[src/rtl/vcs_params.svh]
// Purpose: constants for the voltage code soft-start sequencer
// Assumes: 12.5 mV reference units, counts in switching cycles
// Notes:   included by bare name
`ifndef VCS_PARAMS_SVH
`define VCS_PARAMS_SVH

// ----------------------------------------------------------------
// register map
// ----------------------------------------------------------------
`define VCS_ADDR_CTRL        8'h00
`define VCS_ADDR_STATUS      8'h04
`define VCS_CTRL_RST         16'h0021
`define VCS_ST_STATE_LSB     0
`define VCS_ST_TRIP_BIT      3
`define VCS_ST_POK_BIT       4
`define VCS_ST_DRIVE_BIT     5
`define VCS_ST_REF_LSB       8
`define VCS_ST_TGT_LSB       16

// ----------------------------------------------------------------
// code decode
// ----------------------------------------------------------------
`define VCS_CODE_OFF_A       6'h3f
`define VCS_CODE_OFF_B       6'h3e
`define VCS_CODE_LO_MAX      6'h14
`define VCS_LO_BASE          8'h57
`define VCS_HI_BASE          8'h95

// ----------------------------------------------------------------
// timing in switching cycles and sixths
// ----------------------------------------------------------------
`define VCS_SIXTHS_LAST      3'h5
`define VCS_HALF_SIXTHS      2'h3
`define VCS_SS_DELAY         11'h040
`define VCS_SS_COARSE_END    11'h2c0
`define VCS_COARSE_PERIOD    5'h1f
`define VCS_FINE_PERIOD      5'h0f
`define VCS_COARSE_INC       8'h02
`define VCS_FINE_INC         8'h01
`define VCS_OFS_START        4'h8
`define VCS_OFS_PERIOD       7'h4f
`define VCS_NOLOAD_CYC       2'h2

`endif

[src/rtl/vcs_pkg.sv]
// Purpose: shared types of the voltage code soft-start sequencer
// Assumes: nothing
// Notes:   states in binary
package vcs_pkg;
  typedef enum logic [2:0] {
    VCS_S_OFF   = 3'h0,
    VCS_S_DELAY = 3'h1,
    VCS_S_RAMP  = 3'h2,
    VCS_S_REG   = 3'h3,
    VCS_S_TRIP  = 3'h4
  } vcs_state_t;
endpackage

[src/rtl/vcs_tick_if.sv]
// Purpose: carries switching-cycle timing strobes between modules
// Assumes: one clock
// Notes:   strobes are one pclk cycle wide
`timescale 1ns/1ps
`default_nettype none
interface vcs_tick_if;
  logic        sixth_stb;  // one of six samples per switching cycle
  logic        cycle_stb;  // last sixth of each switching cycle
  modport src (output sixth_stb, output cycle_stb);
  modport dst (input sixth_stb, input cycle_stb);
endinterface
`default_nettype wire

[src/rtl/vcs_tick.sv]
// Purpose: divides pclk into sixths of a switching cycle
// Assumes: sixth_div is pclk cycles per sixth, minus one
// Notes:   six sixths make one switching cycle
`timescale 1ns/1ps
`default_nettype none
`include "vcs_params.svh"
module vcs_tick (
  input  wire logic        pclk,      // system clock
  input  wire logic        presetn,   // async reset, low
  input  wire logic [15:0] sixth_div, // divider reload
  vcs_tick_if.src          tick       // strobes out
);
  logic [15:0] div_reg;
  logic [15:0] div_next;
  logic [2:0]  ph_reg;
  logic [2:0]  ph_next;
  logic        stb;

  // -----------------------------------------------------------
  // divider and phase counter
  // -----------------------------------------------------------
  always_comb begin
    stb      = (div_reg >= sixth_div);
    div_next = stb ? 16'h0000 : div_reg + 16'h0001;
    ph_next  = ph_reg;
    if (stb) begin
      ph_next = (ph_reg == `VCS_SIXTHS_LAST) ? 3'h0 : ph_reg + 3'h1;
    end
  end

  always_ff @(posedge pclk or negedge presetn) begin
    if (!presetn) begin
      div_reg <= 16'h0000;
      ph_reg  <= 3'h0;
    end else begin
      div_reg <= div_next;
      ph_reg  <= ph_next;
    end
  end

  // strobes
  assign tick.sixth_stb = stb;
  assign tick.cycle_stb = stb && (ph_reg == `VCS_SIXTHS_LAST);
endmodule
`default_nettype wire

[src/rtl/vcs_code_decode.sv]
// Purpose: maps the six-bit voltage code to a reference level
// Assumes: level in 12.5 mV units from zero
// Notes:   the two highest codes, 3f and 3e, mean no load
`timescale 1ns/1ps
`default_nettype none
`include "vcs_params.svh"
module vcs_code_decode (
  input  wire logic [5:0] code,   // synchronised voltage code
  output logic      [7:0] level,  // target reference level
  output logic            off     // no-load code seen
);
  // -----------------------------------------------------------
  // table walk: code falls as level rises, in two runs
  // -----------------------------------------------------------
  always_comb begin
    off   = (code == `VCS_CODE_OFF_A) || (code == `VCS_CODE_OFF_B);
    level = 8'h00;
    if (off) begin
      level = 8'h00;
    end else if (code <= `VCS_CODE_LO_MAX) begin
      level = `VCS_LO_BASE - {2'b00, code};
    end else begin
      level = `VCS_HI_BASE - {2'b00, code};
    end
  end
endmodule
`default_nettype wire

[src/rtl/vcs_seq.sv]
// Purpose: start-up gating, soft-start and code tracking sequencer
// Assumes: analog comparators arrive as asynchronous logic levels
// Notes:   APB slave, zero wait states, reference in 12.5 mV units
//
// Functional notes
// sample the code six times per switching cycle, compare to reference
// on a difference, wait half a cycle, then step one 12.5 mV
// if the difference changes during the wait, cancel the step
// difference above one step: six steps per cycle until equal
// processor steps the code one step at a time, at a steady rate
// in shutdown every PWM output is high impedance
// start at once when supply, threshold, logic enable ok, code not off
// a no-load code shuts down; another code restarts soft-start
// two cycles after a no-load code, shutdown trip level, PWM off
// no-load codes never clear a latched overvoltage shutdown
// system holds us disabled until drivers finish power-on reset
// soft-start ramps the reference linearly from zero to target
// PWM stays high impedance until reference reaches the output
// soft-start: 64-cycle delay, then 1280 cycles per volt ramp
// 100 mV sense offset decays to zero over first 640 ramp cycles
// 25 mV steps in first 640 ramp cycles, 12.5 mV afterwards
// power ok released after soft-start with output in window
// reference decoded from code table, 0.8375 V to 1.600 V
// overvoltage trip halts PWM until an enable or supply cycles
// any enable lapse returns to shutdown; restart from zero
//
// Chosen here: the APB interface to the registers and the placing of the registers.
`timescale 1ns/1ps
`default_nettype none
`include "vcs_params.svh"
module vcs_seq (
  input  wire logic        pclk,               // 200 MHz clock
  input  wire logic        presetn,            // async reset, low
  input  wire logic        psel,               // apb select
  input  wire logic        penable,            // apb access phase
  input  wire logic        pwrite,             // apb write
  input  wire logic [7:0]  paddr,              // apb byte address
  input  wire logic [31:0] pwdata,             // apb write data
  output logic      [31:0] prdata,             // apb read data
  output logic             pready,             // apb ready
  output logic             pslverr,            // apb error
  input  wire logic [5:0]  voltage_code,       // code pins
  input  wire logic        supply_ok_in,       // supply above reset level
  input  wire logic        threshold_en_in,    // enable comparator high
  input  wire logic        logic_enable_in,    // logic enable pin
  input  wire logic        ov_detect_in,       // overvoltage comparator
  input  wire logic        out_reached_in,     // reference >= output
  input  wire logic        in_window_in,       // output in window
  input  wire logic [3:0]  pwm_mod_in,         // modulator phases
  output logic      [3:0]  pwm_out,            // phase drive level
  output logic      [3:0]  pwm_oe_n,           // low drives phase pins
  output logic             power_ok_out,       // open-drain level
  output logic             power_ok_oe_n,      // low pulls power ok
  output logic             overvoltage_trip,   // crowbar drive
  output logic             ovp_level_shutdown, // trip level select
  output logic      [7:0]  ref_level_out,      // reference level
  output logic      [3:0]  sense_offset_out    // offset, 12.5 mV units
);
  localparam int SYN_W = 12;

  // -----------------------------------------------------------
  // input synchronisers
  // -----------------------------------------------------------
  logic [SYN_W-1:0] pin_raw;
  logic [SYN_W-1:0] syn1_reg;
  logic [SYN_W-1:0] syn2_reg;
  assign pin_raw = {voltage_code, supply_ok_in, threshold_en_in,
                    logic_enable_in, ov_detect_in, out_reached_in,
                    in_window_in};

  // two flops per pin; only the second is read
  always_ff @(posedge pclk or negedge presetn) begin
    if (!presetn) begin
      syn1_reg <= '0;
      syn2_reg <= '0;
    end else begin
      syn1_reg <= pin_raw;
      syn2_reg <= syn1_reg;
    end
  end

  logic [5:0] code_s;
  logic       sup_s;
  logic       thr_s;
  logic       len_s;
  logic       ov_s;
  logic       reach_s;
  logic       win_s;
  assign {code_s, sup_s, thr_s, len_s, ov_s, reach_s, win_s} = syn2_reg;

  // -----------------------------------------------------------
  // timing and decode
  // -----------------------------------------------------------
  logic [15:0] ctrl_reg;
  logic [15:0] ctrl_next;
  logic [7:0]  target;
  logic        off_code;
  vcs_tick_if  tick ();

  vcs_tick u_tick (
    .pclk      (pclk),
    .presetn   (presetn),
    .sixth_div (ctrl_reg),
    .tick      (tick.src)
  );

  // table decode
  vcs_code_decode u_dec (
    .code  (code_s),
    .level (target),
    .off   (off_code)
  );

  // -----------------------------------------------------------
  // sequencer state
  // -----------------------------------------------------------
  vcs_pkg::vcs_state_t state_reg;
  vcs_pkg::vcs_state_t state_next;
  logic [10:0] ss_reg;
  logic [10:0] ss_next;
  logic [4:0]  stp_reg;
  logic [4:0]  stp_next;
  logic [6:0]  ofc_reg;
  logic [6:0]  ofc_next;
  logic [3:0]  ofs_reg;
  logic [3:0]  ofs_next;
  logic [7:0]  ref_reg;
  logic [7:0]  ref_next;
  logic [1:0]  nl_reg;
  logic [1:0]  nl_next;
  logic        trip_reg;
  logic        trip_next;
  logic        drv_reg;
  logic        drv_next;
  logic        pend_reg;
  logic        pend_next;
  logic        slew_reg;
  logic        slew_next;
  logic [1:0]  wt_reg;
  logic [1:0]  wt_next;
  logic [8:0]  pdif_reg;
  logic [8:0]  pdif_next;
  logic [8:0]  diff;
  logic [7:0]  ramp_inc;
  logic [4:0]  ramp_per;
  logic [8:0]  ramp_sum;
  logic        en_ok;
  logic        coarse;
  logic        active;

  assign en_ok  = sup_s && thr_s && len_s;
  assign coarse = (ss_reg < `VCS_SS_COARSE_END);
  assign active = (state_reg == vcs_pkg::VCS_S_DELAY) ||
                  (state_reg == vcs_pkg::VCS_S_RAMP) ||
                  (state_reg == vcs_pkg::VCS_S_REG);
  assign diff   = {1'b0, target} - {1'b0, ref_reg};

  // next state of sequencer, ramp, offset and code tracking
  always_comb begin
    state_next = state_reg;
    ss_next    = ss_reg;
    stp_next   = stp_reg;
    ofc_next   = ofc_reg;
    ofs_next   = ofs_reg;
    ref_next   = ref_reg;
    nl_next    = nl_reg;
    trip_next  = trip_reg;
    drv_next   = drv_reg;
    pend_next  = pend_reg;
    slew_next  = slew_reg;
    wt_next    = wt_reg;
    pdif_next  = pdif_reg;
    ramp_inc   = coarse ? `VCS_COARSE_INC : `VCS_FINE_INC;
    ramp_per   = coarse ? `VCS_COARSE_PERIOD : `VCS_FINE_PERIOD;
    ramp_sum   = {1'b0, ref_reg} + {1'b0, ramp_inc};
    // no-load wait counts whole cycles while active
    if (!off_code || !active) begin
      nl_next = 2'h0;
    end else if (tick.cycle_stb && nl_reg != `VCS_NOLOAD_CYC) begin
      nl_next = nl_reg + 2'h1;
    end
    case (state_reg)
      vcs_pkg::VCS_S_OFF: begin
        // immediate start when all enables hold
        if (en_ok && !off_code && !trip_reg) begin
          state_next = vcs_pkg::VCS_S_DELAY;
        end
      end
      vcs_pkg::VCS_S_DELAY: begin
        // hold reference at zero for 64 cycles
        if (tick.cycle_stb) begin
          ss_next = ss_reg + 11'h001;
          if (ss_next == `VCS_SS_DELAY) begin
            state_next = vcs_pkg::VCS_S_RAMP;
          end
        end
      end
      vcs_pkg::VCS_S_RAMP: begin
        // start switching once reference meets output
        if (reach_s) begin
          drv_next = 1'b1;
        end
        if (tick.cycle_stb) begin
          if (coarse) begin
            ss_next = ss_reg + 11'h001;
          end
          // offset decays one unit every 80 cycles
          if (ofs_reg != 4'h0) begin
            ofc_next = (ofc_reg == `VCS_OFS_PERIOD) ? 7'h00
                                                     : ofc_reg + 7'h01;
            if (ofc_reg == `VCS_OFS_PERIOD) begin
              ofs_next = ofs_reg - 4'h1;
            end
          end
          // linear ramp, coarse then fine steps
          stp_next = (stp_reg >= ramp_per) ? 5'h00 : stp_reg + 5'h01;
          if (stp_reg >= ramp_per) begin
            ref_next = (ramp_sum >= {1'b0, target}) ? target
                                                    : ramp_sum[7:0];
          end
        end
        if (ref_reg >= target && target != 8'h00) begin
          ref_next   = target;
          state_next = vcs_pkg::VCS_S_REG;
        end
      end
      vcs_pkg::VCS_S_REG: begin
        drv_next = 1'b1;
        // compare on each of six samples per cycle
        if (tick.sixth_stb && !off_code) begin
          if (diff == 9'h000) begin
            pend_next = 1'b0;
            slew_next = 1'b0;
          end else if (slew_reg) begin
            // back-to-back steps at every sample
            ref_next = diff[8] ? ref_reg - 8'h01 : ref_reg + 8'h01;
          end else if (!pend_reg) begin
            pend_next = 1'b1;
            pdif_next = diff;
            wt_next   = 2'h1;
          end else if (diff != pdif_reg) begin
            // difference moved, drop the step
            pend_next = 1'b0;
          end else if (wt_reg == `VCS_HALF_SIXTHS) begin
            // half cycle passed, one step toward the code
            ref_next  = diff[8] ? ref_reg - 8'h01 : ref_reg + 8'h01;
            pend_next = 1'b0;
            slew_next = (diff != 9'h001) && (diff != 9'h1ff);
          end else begin
            wt_next = wt_reg + 2'h1;
          end
        end
      end
      vcs_pkg::VCS_S_TRIP: begin
        drv_next = 1'b0;
      end
      default: begin
        state_next = vcs_pkg::VCS_S_OFF;
      end
    endcase
    // two cycles after a no-load code, shut down
    if (active && off_code && nl_reg == `VCS_NOLOAD_CYC) begin
      state_next = vcs_pkg::VCS_S_OFF;
    end
    // trip latch, released only by an enable lapse
    if (!en_ok) begin
      trip_next = 1'b0;
    end
    if (ov_s && sup_s) begin
      trip_next  = 1'b1;
      state_next = vcs_pkg::VCS_S_TRIP;
    end else if (!en_ok) begin
      // lapse returns to shutdown
      state_next = vcs_pkg::VCS_S_OFF;
    end else if (trip_reg) begin
      state_next = vcs_pkg::VCS_S_TRIP;
    end
    // every fresh start begins from zero
    if (state_next == vcs_pkg::VCS_S_OFF ||
        state_next == vcs_pkg::VCS_S_TRIP) begin
      ss_next   = 11'h000;
      stp_next  = 5'h00;
      ofc_next  = 7'h00;
      ofs_next  = `VCS_OFS_START;
      ref_next  = 8'h00;
      drv_next  = 1'b0;
      pend_next = 1'b0;
      slew_next = 1'b0;
    end
  end

  always_ff @(posedge pclk or negedge presetn) begin
    if (!presetn) begin
      state_reg <= vcs_pkg::VCS_S_OFF;
      ss_reg    <= 11'h000;
      stp_reg   <= 5'h00;
      ofc_reg   <= 7'h00;
      ofs_reg   <= `VCS_OFS_START;
      ref_reg   <= 8'h00;
      nl_reg    <= 2'h0;
      trip_reg  <= 1'b0;
      drv_reg   <= 1'b0;
      pend_reg  <= 1'b0;
      slew_reg  <= 1'b0;
      wt_reg    <= 2'h0;
      pdif_reg  <= 9'h000;
    end else begin
      state_reg <= state_next;
      ss_reg    <= ss_next;
      stp_reg   <= stp_next;
      ofc_reg   <= ofc_next;
      ofs_reg   <= ofs_next;
      ref_reg   <= ref_next;
      nl_reg    <= nl_next;
      trip_reg  <= trip_next;
      drv_reg   <= drv_next;
      pend_reg  <= pend_next;
      slew_reg  <= slew_next;
      wt_reg    <= wt_next;
      pdif_reg  <= pdif_next;
    end
  end

  // -----------------------------------------------------------
  // pin outputs
  // -----------------------------------------------------------
  logic [3:0] pwm_reg;
  logic [3:0] pwm_next;
  logic [3:0] pwe_reg;
  logic [3:0] pwe_next;
  logic       pok_reg;
  logic       pok_next;
  logic       ovl_reg;
  logic       ovl_next;

  // phase drive: hi-z when off, low in trip while overvoltage is seen
  always_comb begin
    pwm_next = pwm_mod_in;
    pwe_next = 4'hf;
    // drive low in trip on overvoltage, else only once switching is allowed
    if (state_reg == vcs_pkg::VCS_S_TRIP && ov_s) begin
      pwm_next = 4'h0;
      pwe_next = 4'h0;
    end else if (drv_reg) begin
      pwe_next = 4'h0;
    end
    // released after soft-start with output in window
    pok_next = (state_reg == vcs_pkg::VCS_S_REG) && win_s;
    ovl_next = (state_reg == vcs_pkg::VCS_S_OFF);
  end

  always_ff @(posedge pclk or negedge presetn) begin
    if (!presetn) begin
      pwm_reg <= 4'h0;
      pwe_reg <= 4'hf;
      pok_reg <= 1'b0;
      ovl_reg <= 1'b1;
    end else begin
      pwm_reg <= pwm_next;
      pwe_reg <= pwe_next;
      pok_reg <= pok_next;
      ovl_reg <= ovl_next;
    end
  end

  assign pwm_out            = pwm_reg;
  assign pwm_oe_n           = pwe_reg;
  assign power_ok_out       = 1'b0;
  assign power_ok_oe_n      = pok_reg;
  assign overvoltage_trip   = trip_reg;
  assign ovp_level_shutdown = ovl_reg;
  assign ref_level_out      = ref_reg;
  assign sense_offset_out   = ofs_reg;

  // -----------------------------------------------------------
  // apb slave
  // -----------------------------------------------------------
  logic [31:0] rd_reg;
  logic [31:0] rd_next;
  logic        err_reg;
  logic        err_next;
  logic [31:0] status;
  logic        setup;

  assign setup = psel && !penable;
  always_comb begin
    status = 32'h0000_0000;
    status[`VCS_ST_STATE_LSB +: 3] = state_reg;
    status[`VCS_ST_TRIP_BIT]       = trip_reg;
    status[`VCS_ST_POK_BIT]        = pok_reg;
    status[`VCS_ST_DRIVE_BIT]      = drv_reg;
    status[`VCS_ST_REF_LSB +: 8]   = ref_reg;
    status[`VCS_ST_TGT_LSB +: 8]   = target;
  end

  // read data and error latched in the setup cycle
  always_comb begin
    rd_next   = rd_reg;
    err_next  = err_reg;
    ctrl_next = ctrl_reg;
    if (setup) begin
      err_next = 1'b0;
      rd_next  = 32'h0000_0000;
      case (paddr)
        `VCS_ADDR_CTRL:   rd_next = {16'h0000, ctrl_reg};
        `VCS_ADDR_STATUS: rd_next = status;
        default:          err_next = 1'b1;
      endcase
    end
    if (psel && penable && pwrite && paddr == `VCS_ADDR_CTRL) begin
      ctrl_next = pwdata[15:0];
    end
  end

  always_ff @(posedge pclk or negedge presetn) begin
    if (!presetn) begin
      rd_reg   <= 32'h0000_0000;
      err_reg  <= 1'b0;
      ctrl_reg <= `VCS_CTRL_RST;
    end else begin
      rd_reg   <= rd_next;
      err_reg  <= err_next;
      ctrl_reg <= ctrl_next;
    end
  end

  assign prdata  = rd_reg;
  assign pready  = 1'b1;
  assign pslverr = psel && penable && err_reg;
endmodule
`default_nettype wire

[config.mk]
export PLATFORM = sky130hd
export DESIGN_NAME = vcs_seq
export DESIGN_NICKNAME = d
export VERILOG_FILES = /design/src/rtl/vcs_pkg.sv /design/src/rtl/vcs_tick_if.sv /design/src/rtl/vcs_tick.sv /design/src/rtl/vcs_code_decode.sv /design/src/rtl/vcs_seq.sv
export VERILOG_INCLUDE_DIRS = /design/src /design/src/rtl
export SDC_FILE = /design/constraint.sdc
export NUM_CORES = 1
export LEC_CHECK = 0
export BUFFER_PORTS_ARGS = -buffer_cell sky130_fd_sc_hd__buf_4
export CORE_UTILIZATION = 40
export CTS_CLUSTER_SIZE = 30
export DETAILED_ROUTE_END_ITERATION = 16
export GPL_ROUTABILITY_DRIVEN = 0
export PLACE_DENSITY = 0.61
export SETUP_SLACK_MARGIN = 0.3
export SYNTH_ARGS = -nofsm -noshare
export SYNTH_HDL_FRONTEND = slang
export SYNTH_SLANG_ARGS = --single-unit
[constraint.sdc]
create_clock -name pclk -period 6.9 [get_ports pclk]
set_input_delay 0.345 -clock pclk [delete_from_list [all_inputs] [get_ports pclk]]
set_output_delay 0.345 -clock pclk [all_outputs]
set_load 0.05 [all_outputs]
==> qor.csv, run 1 <==
stage,metric,value,unit
outcome,status,"complete, no violations",
timing,final.setup.tns,0,ns
yosys,ys_types,72,
routing,antenna_left,0,
cts,clock-sinks,146,
setup_path,arrival,5.20,ns
die,io_pins,119,
timing,finalHoldViolations,0,
pwr,switching_share,0.285,
routing,viasPerCell,5.23,
placed_design,port_buffers,92,
timing,layout_min_cycle_time,4.89,ns
timing,maxSlewHeadroom,0.306,
die,die_h,149,um
die,die-area,22100,um^2
cts,htreeDepth,4,
yosys,ys_warn_count,0,
final_layout,fin_nets,1112,
yosys,syn_area_per_cell,9.33,um^2
yosys,synth.top_cell.area_share,0.411,
cts,clockRootBuffer,clkbuf_16,
global_route,grt_pass1_wl,32800,um
setup_path,start_kind,flop,
timing,drv_slew,0,
global_route,grt_pass1_vias,6472,
final_layout,diodes,0,
cts,cts_resized,0,
pwr,power.leakage,4.57,nW
routing,wl_met1,9600,um
setup_path,worstSetupPathType,flop to flop,
die,initial_utilization,0.409,
yosys,synthCells,921,
global_route,grt_antenna_before_repair,0,
cts,clockBufferDepth,2,
pwr,p_int,1.44,mW
timing,tightest_slew,1.04,ns
pwr,pwr-share-comb,0.123,
pwr,switching_power,0.574,mW
final_layout,largest_reg_flops,24,
cts,cts_buffers,17,
routing,vias,6719,
final_layout,area_delta_synth_final,16.6,%
die,dieWidth,149,um
job,drv_cap,0,
final_layout,layout_common_cells,"dfrtp_1 (141), nand2_1 (99), buf_4 (95)",
routing,drt_iter0_drc,311,
timing,fin_skew,0.0102,ns
timing,setup_viol,0,
pwr,power_frac_seq,0.438,
yosys,synth_largest_area_cell,dfrtp_1,
final_layout,fin_cells,1285,
setup_path,r2r-start,syn2_reg[10]$_DFF_PN0_,
timing,finalCritPeriodShare,0.708,
placed_design,dp_cells,1252,
final_layout,drive_gt1_frac,0.156,
routing,drcViolationCount,0,
setup_path,required,7.21,ns
yosys,ys_seq_area_frac,0.426,
pwr,p_per_area,201,nW/um^2
global_route,grt_max_degree,97,
worst_hold_path,min-delay-start,in_window_in,
timing,hold_ws,0.0187,ns
yosys,ys_top_cells_by_area,"dfrtp_1 (41%), ha_1 (7.4%), nand2_1 (4.3%), o21ai_0 (4.0%), xnor2_1 (3.8%)",
global_route,grt_overflow,0,
pwr,clockPowerShare,0.439,
die,std_cell_rows,53,
cts,clk_latency,0.43,ns
placed_design,dp_hpwl,14500,um
routing,wl_per_cell,15.4,um
routing,routed_wl,19800,um
worst_hold_path,min_path_type,input port to flop,
routing,dr.pass1.iters,5,
die,core,21000,um^2
final_layout,layout_commonest_cell,dfrtp_1,
routing,dr_wl_met3,759,um
yosys,synthArstFlopShare,1.00,
global_route,groute.usage.overall,0.190,
setup_path,end_kind,flop,
yosys,ys.flop_type,dfrtp_1,
routing,highest_layer,met4,
pwr,ir_worst_vdd,0.000164,V
cts,clk_pin_slew,0.07,ns
yosys,synth.cell_area,8590,um^2
yosys,synth_edf_count,0,
timing,max_freq,0.205,GHz
setup_path,crit_fanout,15,
setup_path,worstSetupStartpoint,syn2_reg[10]$_DFF_PN0_,
cts,cts_tree,yes,
timing,rsz0062_at_grt,no,
routing,wl_met2,9150,um
yosys,synth-seq-cells,146,
[critical path, stage by stage (launching register included)]
cell and delay (ns):
dfrtp_1 0.56, o211ai_1 0.20, nand2_1 0.21, mux2i_1 0.25
mux2i_1 0.41, ha_1 0.49, and3_1 0.33, a31oi_1 0.54
buf_4 0.28, ha_1 0.28, nor2b_1 0.16, o21a_1 0.17
o21ai_0 0.20, nor2b_1 0.18, xor2_1 0.15, mux2i_1 0.08
a32o_1 0.27
[routing by layer]
metal | global-route usage | vias up
met3 | 0.0322 | 14
met4 | 0.0624 | 0
met1 | 0.264 | 3199
met5 | 0 | -
li1 | - | 3363
met2 | 0.301 | 143
[per-stage QoR]
step                      utilization  power (mW)  area [um^2]  setup WS, ns
after floorplan                     -        1.07         8620          2.48
after global placement          0.449        1.14         9440          2.03
after detailed placement        0.449        1.14         9440          2.00
after CTS                       0.476        2.04        10000          1.96
after global routing            0.476        2.10        10000          1.68
final                           0.476        2.01        10000          2.01
[worst paths after layout]
kind	endpoint	slack [ns]	depth (start not counted)
max	ref_level_out[5]$_DFFE_PN0P_	2.01	16
min	syn1_reg[0]$_DFF_PN0_	0.02	1
max reg2reg	ref_level_out[5]$_DFFE_PN0P_	2.01	16
min reg2reg	syn2_reg[7]$_DFF_PN0_	0.35	0
max in group asynchronous	ss_reg[10]$_DFFE_PN0P_	5.65	2
min in group asynchronous	pdif_reg[8]$_DFFE_PN0P_	0.03	1
[power groups by stage]
| stage | clock (mW) | combinational [mW] | sequential (mW) |
|---|---|---|---|
| detailed placement | 0 | 0.248 | 0.896 |
| CTS | 0.911 | 0.249 | 0.880 |
| floorplan | 0 | 0.164 | 0.903 |
| global route | 0.946 | 0.274 | 0.881 |
| global placement | 0 | 0.246 | 0.896 |
| finish | 0.882 | 0.248 | 0.880 |
[cell usage after synthesis (5+ instances only)]
cell	instances
a211oi_1	9
a21o_1	10
a21oi_1	45
a31oi_1	6
a32o_1	8
and3_1	9
and4_1	5
buf_2	5
buf_4	13
clkbuf_1	26
dfrtp_1	141
dfstp_2	5
ha_1	51
inv_1	57
mux2_2	7
mux2i_1	31
nand2_1	99
nand2b_1	12
nand3_1	31
nand4_1	15
nor2_1	63
nor2b_1	16
nor3_1	21
nor4_1	11
o21a_1	9
o21ai_0	69
or3_1	15
xnor2_1	37
xor2_1	16
[cells by family after synthesis]
family                   share of synthesized area
other                                     0.000874
adder cells (fa/ha/maj)                     0.0813
XOR/XNOR                                    0.0540
flip-flops                                   0.426
AND/OR/NAND/NOR                              0.190
AO/OA/AOI/OAI                                0.148
buffers and inverters                       0.0540
multiplexers                                0.0453
[timing repair]
item,in CTS,in global routing
hold buffers,0,1
setup buffers,0,0
hold endpoints to repair,0,1
[final cells by class]
type | instances | area [um^2]
Clock buffer | 17 | 425
Fill cell | 2013 | 11000
Inverter | 57 | 214
Clock inverter | 15 | 139
Multi-Input combinational cell | 678 | 4500
Timing Repair Buffer | 97 | 734
Tap cell | 275 | 344
Sequential cell | 146 | 3660
No activity file was read; power rests on OpenSTA's default activity.
==> inputs of run 2 (changes only) <==
==> constraint.sdc (replaced) <==
create_clock -name pclk -period 5.1 [get_ports pclk]
set_input_delay 0.255 -clock pclk [delete_from_list [all_inputs] [get_ports pclk]]
set_output_delay 0.255 -clock pclk [all_outputs]
set_load 0.05 [all_outputs]
==> qor.csv, run 2 (same netlist as run 1, synthesis figures left out) <==
stage,metric,value,unit
die,std_cell_rows,53,
setup_path,start_kind,flop,
setup_path,cpMaxStageDelayCell,dfrtp_1,
setup_path,worstSetupPathType,flop to flop,
timing,finalHoldViolations,0,
global_route,use_met2,0.310,
final_layout,drive_gt1_frac,0.160,
routing,drt_iter0_drc,411,
global_route,groute.usage.overall,0.192,
placed_design,dp_hpwl,14400,um
die,initial_utilization,0.409,
routing,wl_per_cell,15.4,um
setup_path,critPathTopFamily,compound AO/OA/AOI/OAI gates,
setup_path,crit_fanout,8,
global_route,met3_usage,0.0374,
global_route,grt_antenna_before_repair,0,
job,drv_cap,0,
final_layout,layout_commonest_cell,dfrtp_1,
cts,cts_buffers,17,
timing,rsz0062_at_grt,no,
die,dieWidth,149,um
timing,maxSlewHeadroom,0.312,
final_layout,area_delta_synth_final,18.8,%
global_route,grt_overflow,0,
timing,layout_min_cycle_time,4.46,ns
setup_path,end_kind,flop,
routing,routed_wl,20000,um
setup_path,rr_endpoint,ref_level_out[5]$_DFFE_PN0P_,
setup_path,r2r-start,syn2_reg[11]$_DFF_PN0_,
timing,tightest_slew,1.03,ns
timing,hold_ws,0.0312,ns
routing,dr.pass1.iters,7,
pwr,ir_worst_vdd,0.000230,V
cts,cts_tree,yes,
die,io_pins,119,
setup_path,path_buf_inv,3,
final_layout,largest_reg_flops,24,
cts,clk_pin_slew,0.07,ns
cts,clockRootBuffer,clkbuf_16,
setup_path,r2r_slack,0.64,ns
global_route,grt_pass1_wl,33300,um
cts,clockBufferDepth,2,
timing,final.setup.tns,0,ns
global_route,grt_use_met1,0.261,
routing,viasPerCell,5.30,
setup_path,cp_cell_sequence,and4_1 -> and2_1 -> nor2_1 -> inv_1 -> ha_1 -> fa_1 -> nand2b_1 -> a21oi_1 -> a31oi_2 -> buf_4 -> buf_4 -> ha_1 -> o21a_1 -> o21ai_0 -> nor2b_1 -> xor2_1 -> mux2i_1 -> a32o_1,
pwr,power.leakage,4.64,nW
worst_hold_path,whs_endpoint,ctrl_reg[12]$_DFFE_PN0P_,
timing,fin_skew,0.00874,ns
timing,finalCritPeriodShare,0.874,
global_route,grt_max_degree,104,
global_route,grt_pass1_vias,6662,
final_layout,fin_cells,1302,
cts,clk_latency,0.42,ns
global_route,grt.busiest_layer,met2,
timing,drv_slew,0,
cts,clock-sinks,146,
die,die-area,22100,um^2
outcome,status,"complete, no violations",
setup_path,slowest_delay,0.46,ns
routing,antenna_left,0,
worst_hold_path,min_path_type,input port to flop,
pwr,p_per_area,273,nW/um^2
cts,htreeDepth,4,
final_layout,diodes,0,
timing,setup_viol,0,
die,core,21000,um^2
die,die_h,149,um
worst_hold_path,holdPathStages,3,
placed_design,port_buffers,92,
final_layout,fin_nets,1129,
routing,drcViolationCount,0,
setup_path,required,5.41,ns
setup_path,reg2regPathDepth,18,
final_layout,layout_common_cells,"dfrtp_1 (140), buf_4 (100), nand2_1 (99)",
routing,vias,6902,
setup_path,arrival,4.76,ns
placed_design,dp_cells,1256,
worst_hold_path,min-delay-start,pwdata[12],
timing,max_freq,0.224,GHz
## run 2: changes by cell type in the layout (fill, tap and decap cells not counted), sizes merged
cell,delta
clkinvlp,+2
clkbuf,+3
buf,+5
inv,-4
dlygate4sd3,+12
clkinv,-3
bufinv,+2
## run 2: worst reg2reg max path, stage by stage, from the launching register on
cell and delay [ns]:
dfrtp_1 0.46, and4_1 0.25, and2_1 0.25, nor2_1 0.22
inv_1 0.12, ha_1 0.22, fa_1 0.40, nand2b_1 0.19
a21oi_1 0.32, a31oi_2 0.25, buf_4 0.20, buf_4 0.14
ha_1 0.30, o21a_1 0.12, o21ai_0 0.19, nor2b_1 0.19
xor2_1 0.15, mux2i_1 0.08, a32o_1 0.27
## run 2: layer usage
metal | wire [um] | up-vias
met2 | 9440 | 141
met5 | 0 | -
met3 | 651 | 23
met1 | 9710 | 3323
met4 | 214 | 0
li1 | - | 3415
## run 2: worst max path at each step
stage	startpoint	end	slack (ns)	cells past startpoint
CTS	syn2_reg[10]$_DFF_PN0_	ref_level_out[5]$_DFFE_PN0P_	0.51	17
detailed placement	syn2_reg[10]$_DFF_PN0_	ref_level_out[5]$_DFFE_PN0P_	0.35	16
global placement	syn2_reg[10]$_DFF_PN0_	ref_level_out[5]$_DFFE_PN0P_	0.41	16
floorplan	syn2_reg[10]$_DFF_PN0_	ref_level_out[5]$_DFFE_PN0P_	0.68	18
global route	syn2_reg[11]$_DFF_PN0_	ref_level_out[5]$_DFFE_PN0P_	0.33	18
finish	syn2_reg[11]$_DFF_PN0_	ref_level_out[5]$_DFFE_PN0P_	0.64	18
## run 2: final cells by class
cell class / count / area (um^2)
multi-input cells: 678 / 4510
well taps: 275 / 344
repair buffers: 114 / 892
clock inverters: 12 / 146
clock buffers: 20 / 437
fillers: 1994 / 10800
flip-flops and latches: 146 / 3660
inverters: 57 / 214
## run 2: through the flow
step | area (um^2) | util | setup WS (ns) | power, mW
CTS | 10200 | 0.485 | 0.507 | 2.82
detailed placement | 9470 | 0.451 | 0.351 | 1.55
global route | 10200 | 0.485 | 0.334 | 2.91
floorplan | 8620 | - | 0.676 | 1.44
finish | 10200 | 0.485 | 0.641 | 2.79
global placement | 9470 | 0.451 | 0.407 | 1.55
## run 2: repair_timing
action / 4_1_cts / 5_1_grt
hold endpoints to repair: 20 / 0
hold buffers: 13 / 0
setup buffers: 0 / 1
setup endpoints to repair: 1 / 9
gates resized for setup: 1 / 4
## run 2: where the power goes
part / total (mW) / internal (mW) / leakage, nW / switching, mW
registers: 1.19 / 1.18 / 1.87 / 0.0146
clock network: 1.25 / 0.731 / 0.274 / 0.515
logic: 0.353 / 0.136 / 2.50 / 0.217
total: 2.79 / 2.04 / 4.64 / 0.747
==> inputs of run 3 (changes only) <==
--- a/config.mk
+++ b/config.mk
@@ -11,6 +11,7 @@
 export CTS_CLUSTER_SIZE = 30
 export DETAILED_ROUTE_END_ITERATION = 16
 export GPL_ROUTABILITY_DRIVEN = 0
+export GPL_TIMING_DRIVEN = 0
 export PLACE_DENSITY = 0.61
 export SETUP_SLACK_MARGIN = 0.3
 export SYNTH_ARGS = -nofsm -noshare
==> qor.csv, run 3 (same netlist as run 1, synthesis figures left out) <==
stage,metric,value,unit
routing,wl_per_cell,15.2,um
setup_path,worstSetupPathType,flop to flop,
timing,finalCritPeriodShare,0.899,
cts,clock-sinks,146,
pwr,p_per_area,267,nW/um^2
setup_path,cp.depth,18,
setup_path,r2r_slack,0.51,ns
pwr,power.leakage,4.83,nW
setup_path,end_kind,flop,
global_route,grt_pass1_vias,6619,
final_layout,fin_cells,1353,
die,core,21000,um^2
worst_hold_path,whs_endpoint,ctrl_reg[13]$_DFFE_PN0P_,
final_layout,diodes,0,
routing,viasPerCell,5.18,
timing,maxSlewHeadroom,0.374,
final_layout,drive_gt1_frac,0.180,
setup_path,critPathTopFamily,simple AND/OR/NAND/NOR gates,
global_route,grt_max_degree,90,
final_layout,fin_nets,1180,
die,dieWidth,149,um
setup_path,arrival,4.94,ns
routing,drcViolationCount,0,
outcome,status,"complete, no violations",
setup_path,path_buf_inv,5,
routing,routed_wl,20600,um
setup_path,cp_cell_sequence,clkbuf_1 -> and4_1 -> and2_1 -> clkbuf_2 -> nor2_2 -> inv_1 -> ha_1 -> fa_1 -> nand2b_1 -> a2111oi_1 -> a311oi_4 -> o21ai_1 -> nor4_4 -> buf_4 -> nor4_2 -> or2_1 -> buf_6 -> a32o_1,
pwr,finalPower,2.82,mW
global_route,grt_overflow,0,
routing,antenna_left,0,
setup_path,rr_endpoint,ref_level_out[4]$_DFFE_PN0P_,
die,io_pins,119,
timing,drv_slew,0,
timing,layout_min_cycle_time,4.59,ns
final_layout,largest_reg_flops,24,
worst_hold_path,min_path_type,input port to flop,
final_layout,num-fill-cells,1955,
final_layout,layout_commonest_cell,dfrtp_1,
cts,cts_tree,yes,
setup_path,slowest_delay,0.62,ns
cts,clockRootBuffer,clkbuf_16,
cts,clk_latency,0.43,ns
setup_path,required,5.46,ns
routing,drt_iter0_drc,336,
cts,htreeDepth,4,
global_route,grt_antenna_before_repair,0,
worst_hold_path,min-delay-start,pwdata[13],
placed_design,dpl-instance-area,9680,um^2
final_layout,area_delta_synth_final,22.7,%
timing,finalHoldViolations,0,
final_layout,register_area,3660,um^2
worst_hold_path,holdPathStages,3,
timing,tightest_slew,0.932,ns
global_route,grt_pass1_wl,33600,um
final_layout,multiInputGateArea,4550,um^2
placed_design,port_buffers,91,
setup_path,cpMaxStageDelayCell,a2111oi_1,
job,drv_cap,0,
setup_path,reg2regPathDepth,18,
global_route,groute.usage.overall,0.194,
placed_design,dp_cells,1296,
cts,clk_pin_slew,0.07,ns
cts,clockBufferDepth,2,
die,std_cell_rows,53,
die,die_h,149,um
die,die-area,22100,um^2
pwr,ir_worst_vdd,0.000217,V
timing,hold_ws,0.0246,ns
setup_path,start_kind,flop,
final_layout,layout_common_cells,"dfrtp_1 (141), buf_4 (115), nand2_1 (99)",
routing,vias,7011,
final_layout,design_area,10500,um^2
placed_design,dp_hpwl,15400,um
die,initial_utilization,0.409,
timing,rsz0062_at_grt,yes,
timing,max_freq,0.218,GHz
timing,setup_viol,0,
setup_path,r2r-start,syn2_reg[11]$_DFF_PN0_,
routing,dr.pass1.iters,5,
cts,cts_buffers,17,
timing,fin_skew,0.0117,ns
setup_path,crit_fanout,8,
-- run 3: cell types whose count changed in the layout (fill, tap and decap cells not counted), sizes merged --
cell,previous run,this run
buf,101,126
bufinv,2,1
clkbuf,20,43
clkinv,2,4
clkinvlp,3,1
inv,62,66
-- run 3: layout make-up --
class / count / area share
buffer: 48 / 0.0241
clock buffer: 17 / 0.0403
clock inverter: 15 / 0.0157
inverter: 57 / 0.0203
multi-input combinational: 678 / 0.431
sequential: 146 / 0.347
tap: 275 / 0.0326
timing repair buffer: 117 / 0.0886
-- run 3: power by group --
part | internal, mW | total [mW] | leakage, nW | switching (mW)
combinational | 0.150 | 0.379 | 2.67 | 0.230
sequential | 1.18 | 1.19 | 1.87 | 0.0119
clock | 0.696 | 1.25 | 0.290 | 0.551
total | 2.02 | 2.82 | 4.83 | 0.793
-- run 3: through the flow --
| step | setup TNS, ns | worst slack, ns | util |
|---|---|---|---|
| 2_1_floorplan | 0 | 0.676 | - |
| 3_3_place_gp | -2.21 | -0.435 | 0.459 |
| 3_5_place_dp | -1.98 | -0.407 | 0.461 |
| 4_1_cts | 0 | 0.333 | 0.497 |
| 5_1_grt | 0 | 0.225 | 0.502 |
| 6_report | 0 | 0.513 | 0.502 |
-- run 3: what timing repair did --
action | in CTS | in global routing
buffers inserted | 3 | 9
setup endpoints to repair | 12 | 16
resized for setup | 3 | 13
endpoints found under the hold margin | 68 | 0
hold buffers | 13 | 0
pin swaps | 2 | 3
-- run 3: layer usage --
metal	vias up	global-route usage	part of all wire
met4	0	0.0598	0.011
li1	3514	-	-
met5	-	0	0
met3	14	0.0322	0.037
met1	3348	0.267	0.49
met2	135	0.311	0.47
-- run 3: worst max-delay path by stage --
stage / to / slack, ns / start
2_1_floorplan: ref_level_out[5]$_DFFE_PN0P_ / 0.68 / syn2_reg[10]$_DFF_PN0_
6_report: ref_level_out[4]$_DFFE_PN0P_ / 0.51 / syn2_reg[11]$_DFF_PN0_
3_3_place_gp: ref_level_out[5]$_DFFE_PN0P_ / -0.43 / syn2_reg[10]$_DFF_PN0_
3_5_place_dp: ref_level_out[5]$_DFFE_PN0P_ / -0.41 / syn2_reg[10]$_DFF_PN0_
5_1_grt: ref_level_out[5]$_DFFE_PN0P_ / 0.22 / syn2_reg[11]$_DFF_PN0_
4_1_cts: ref_level_out[0]$_DFFE_PN0P_ / 0.33 / syn2_reg[11]$_DFF_PN0_
-- run 3: worst min-delay path: cells and delay by family --
family	cells	cell delay, ns
compound gates	1	0.05
simple gates	1	0.03
buf+inv	1	0.08
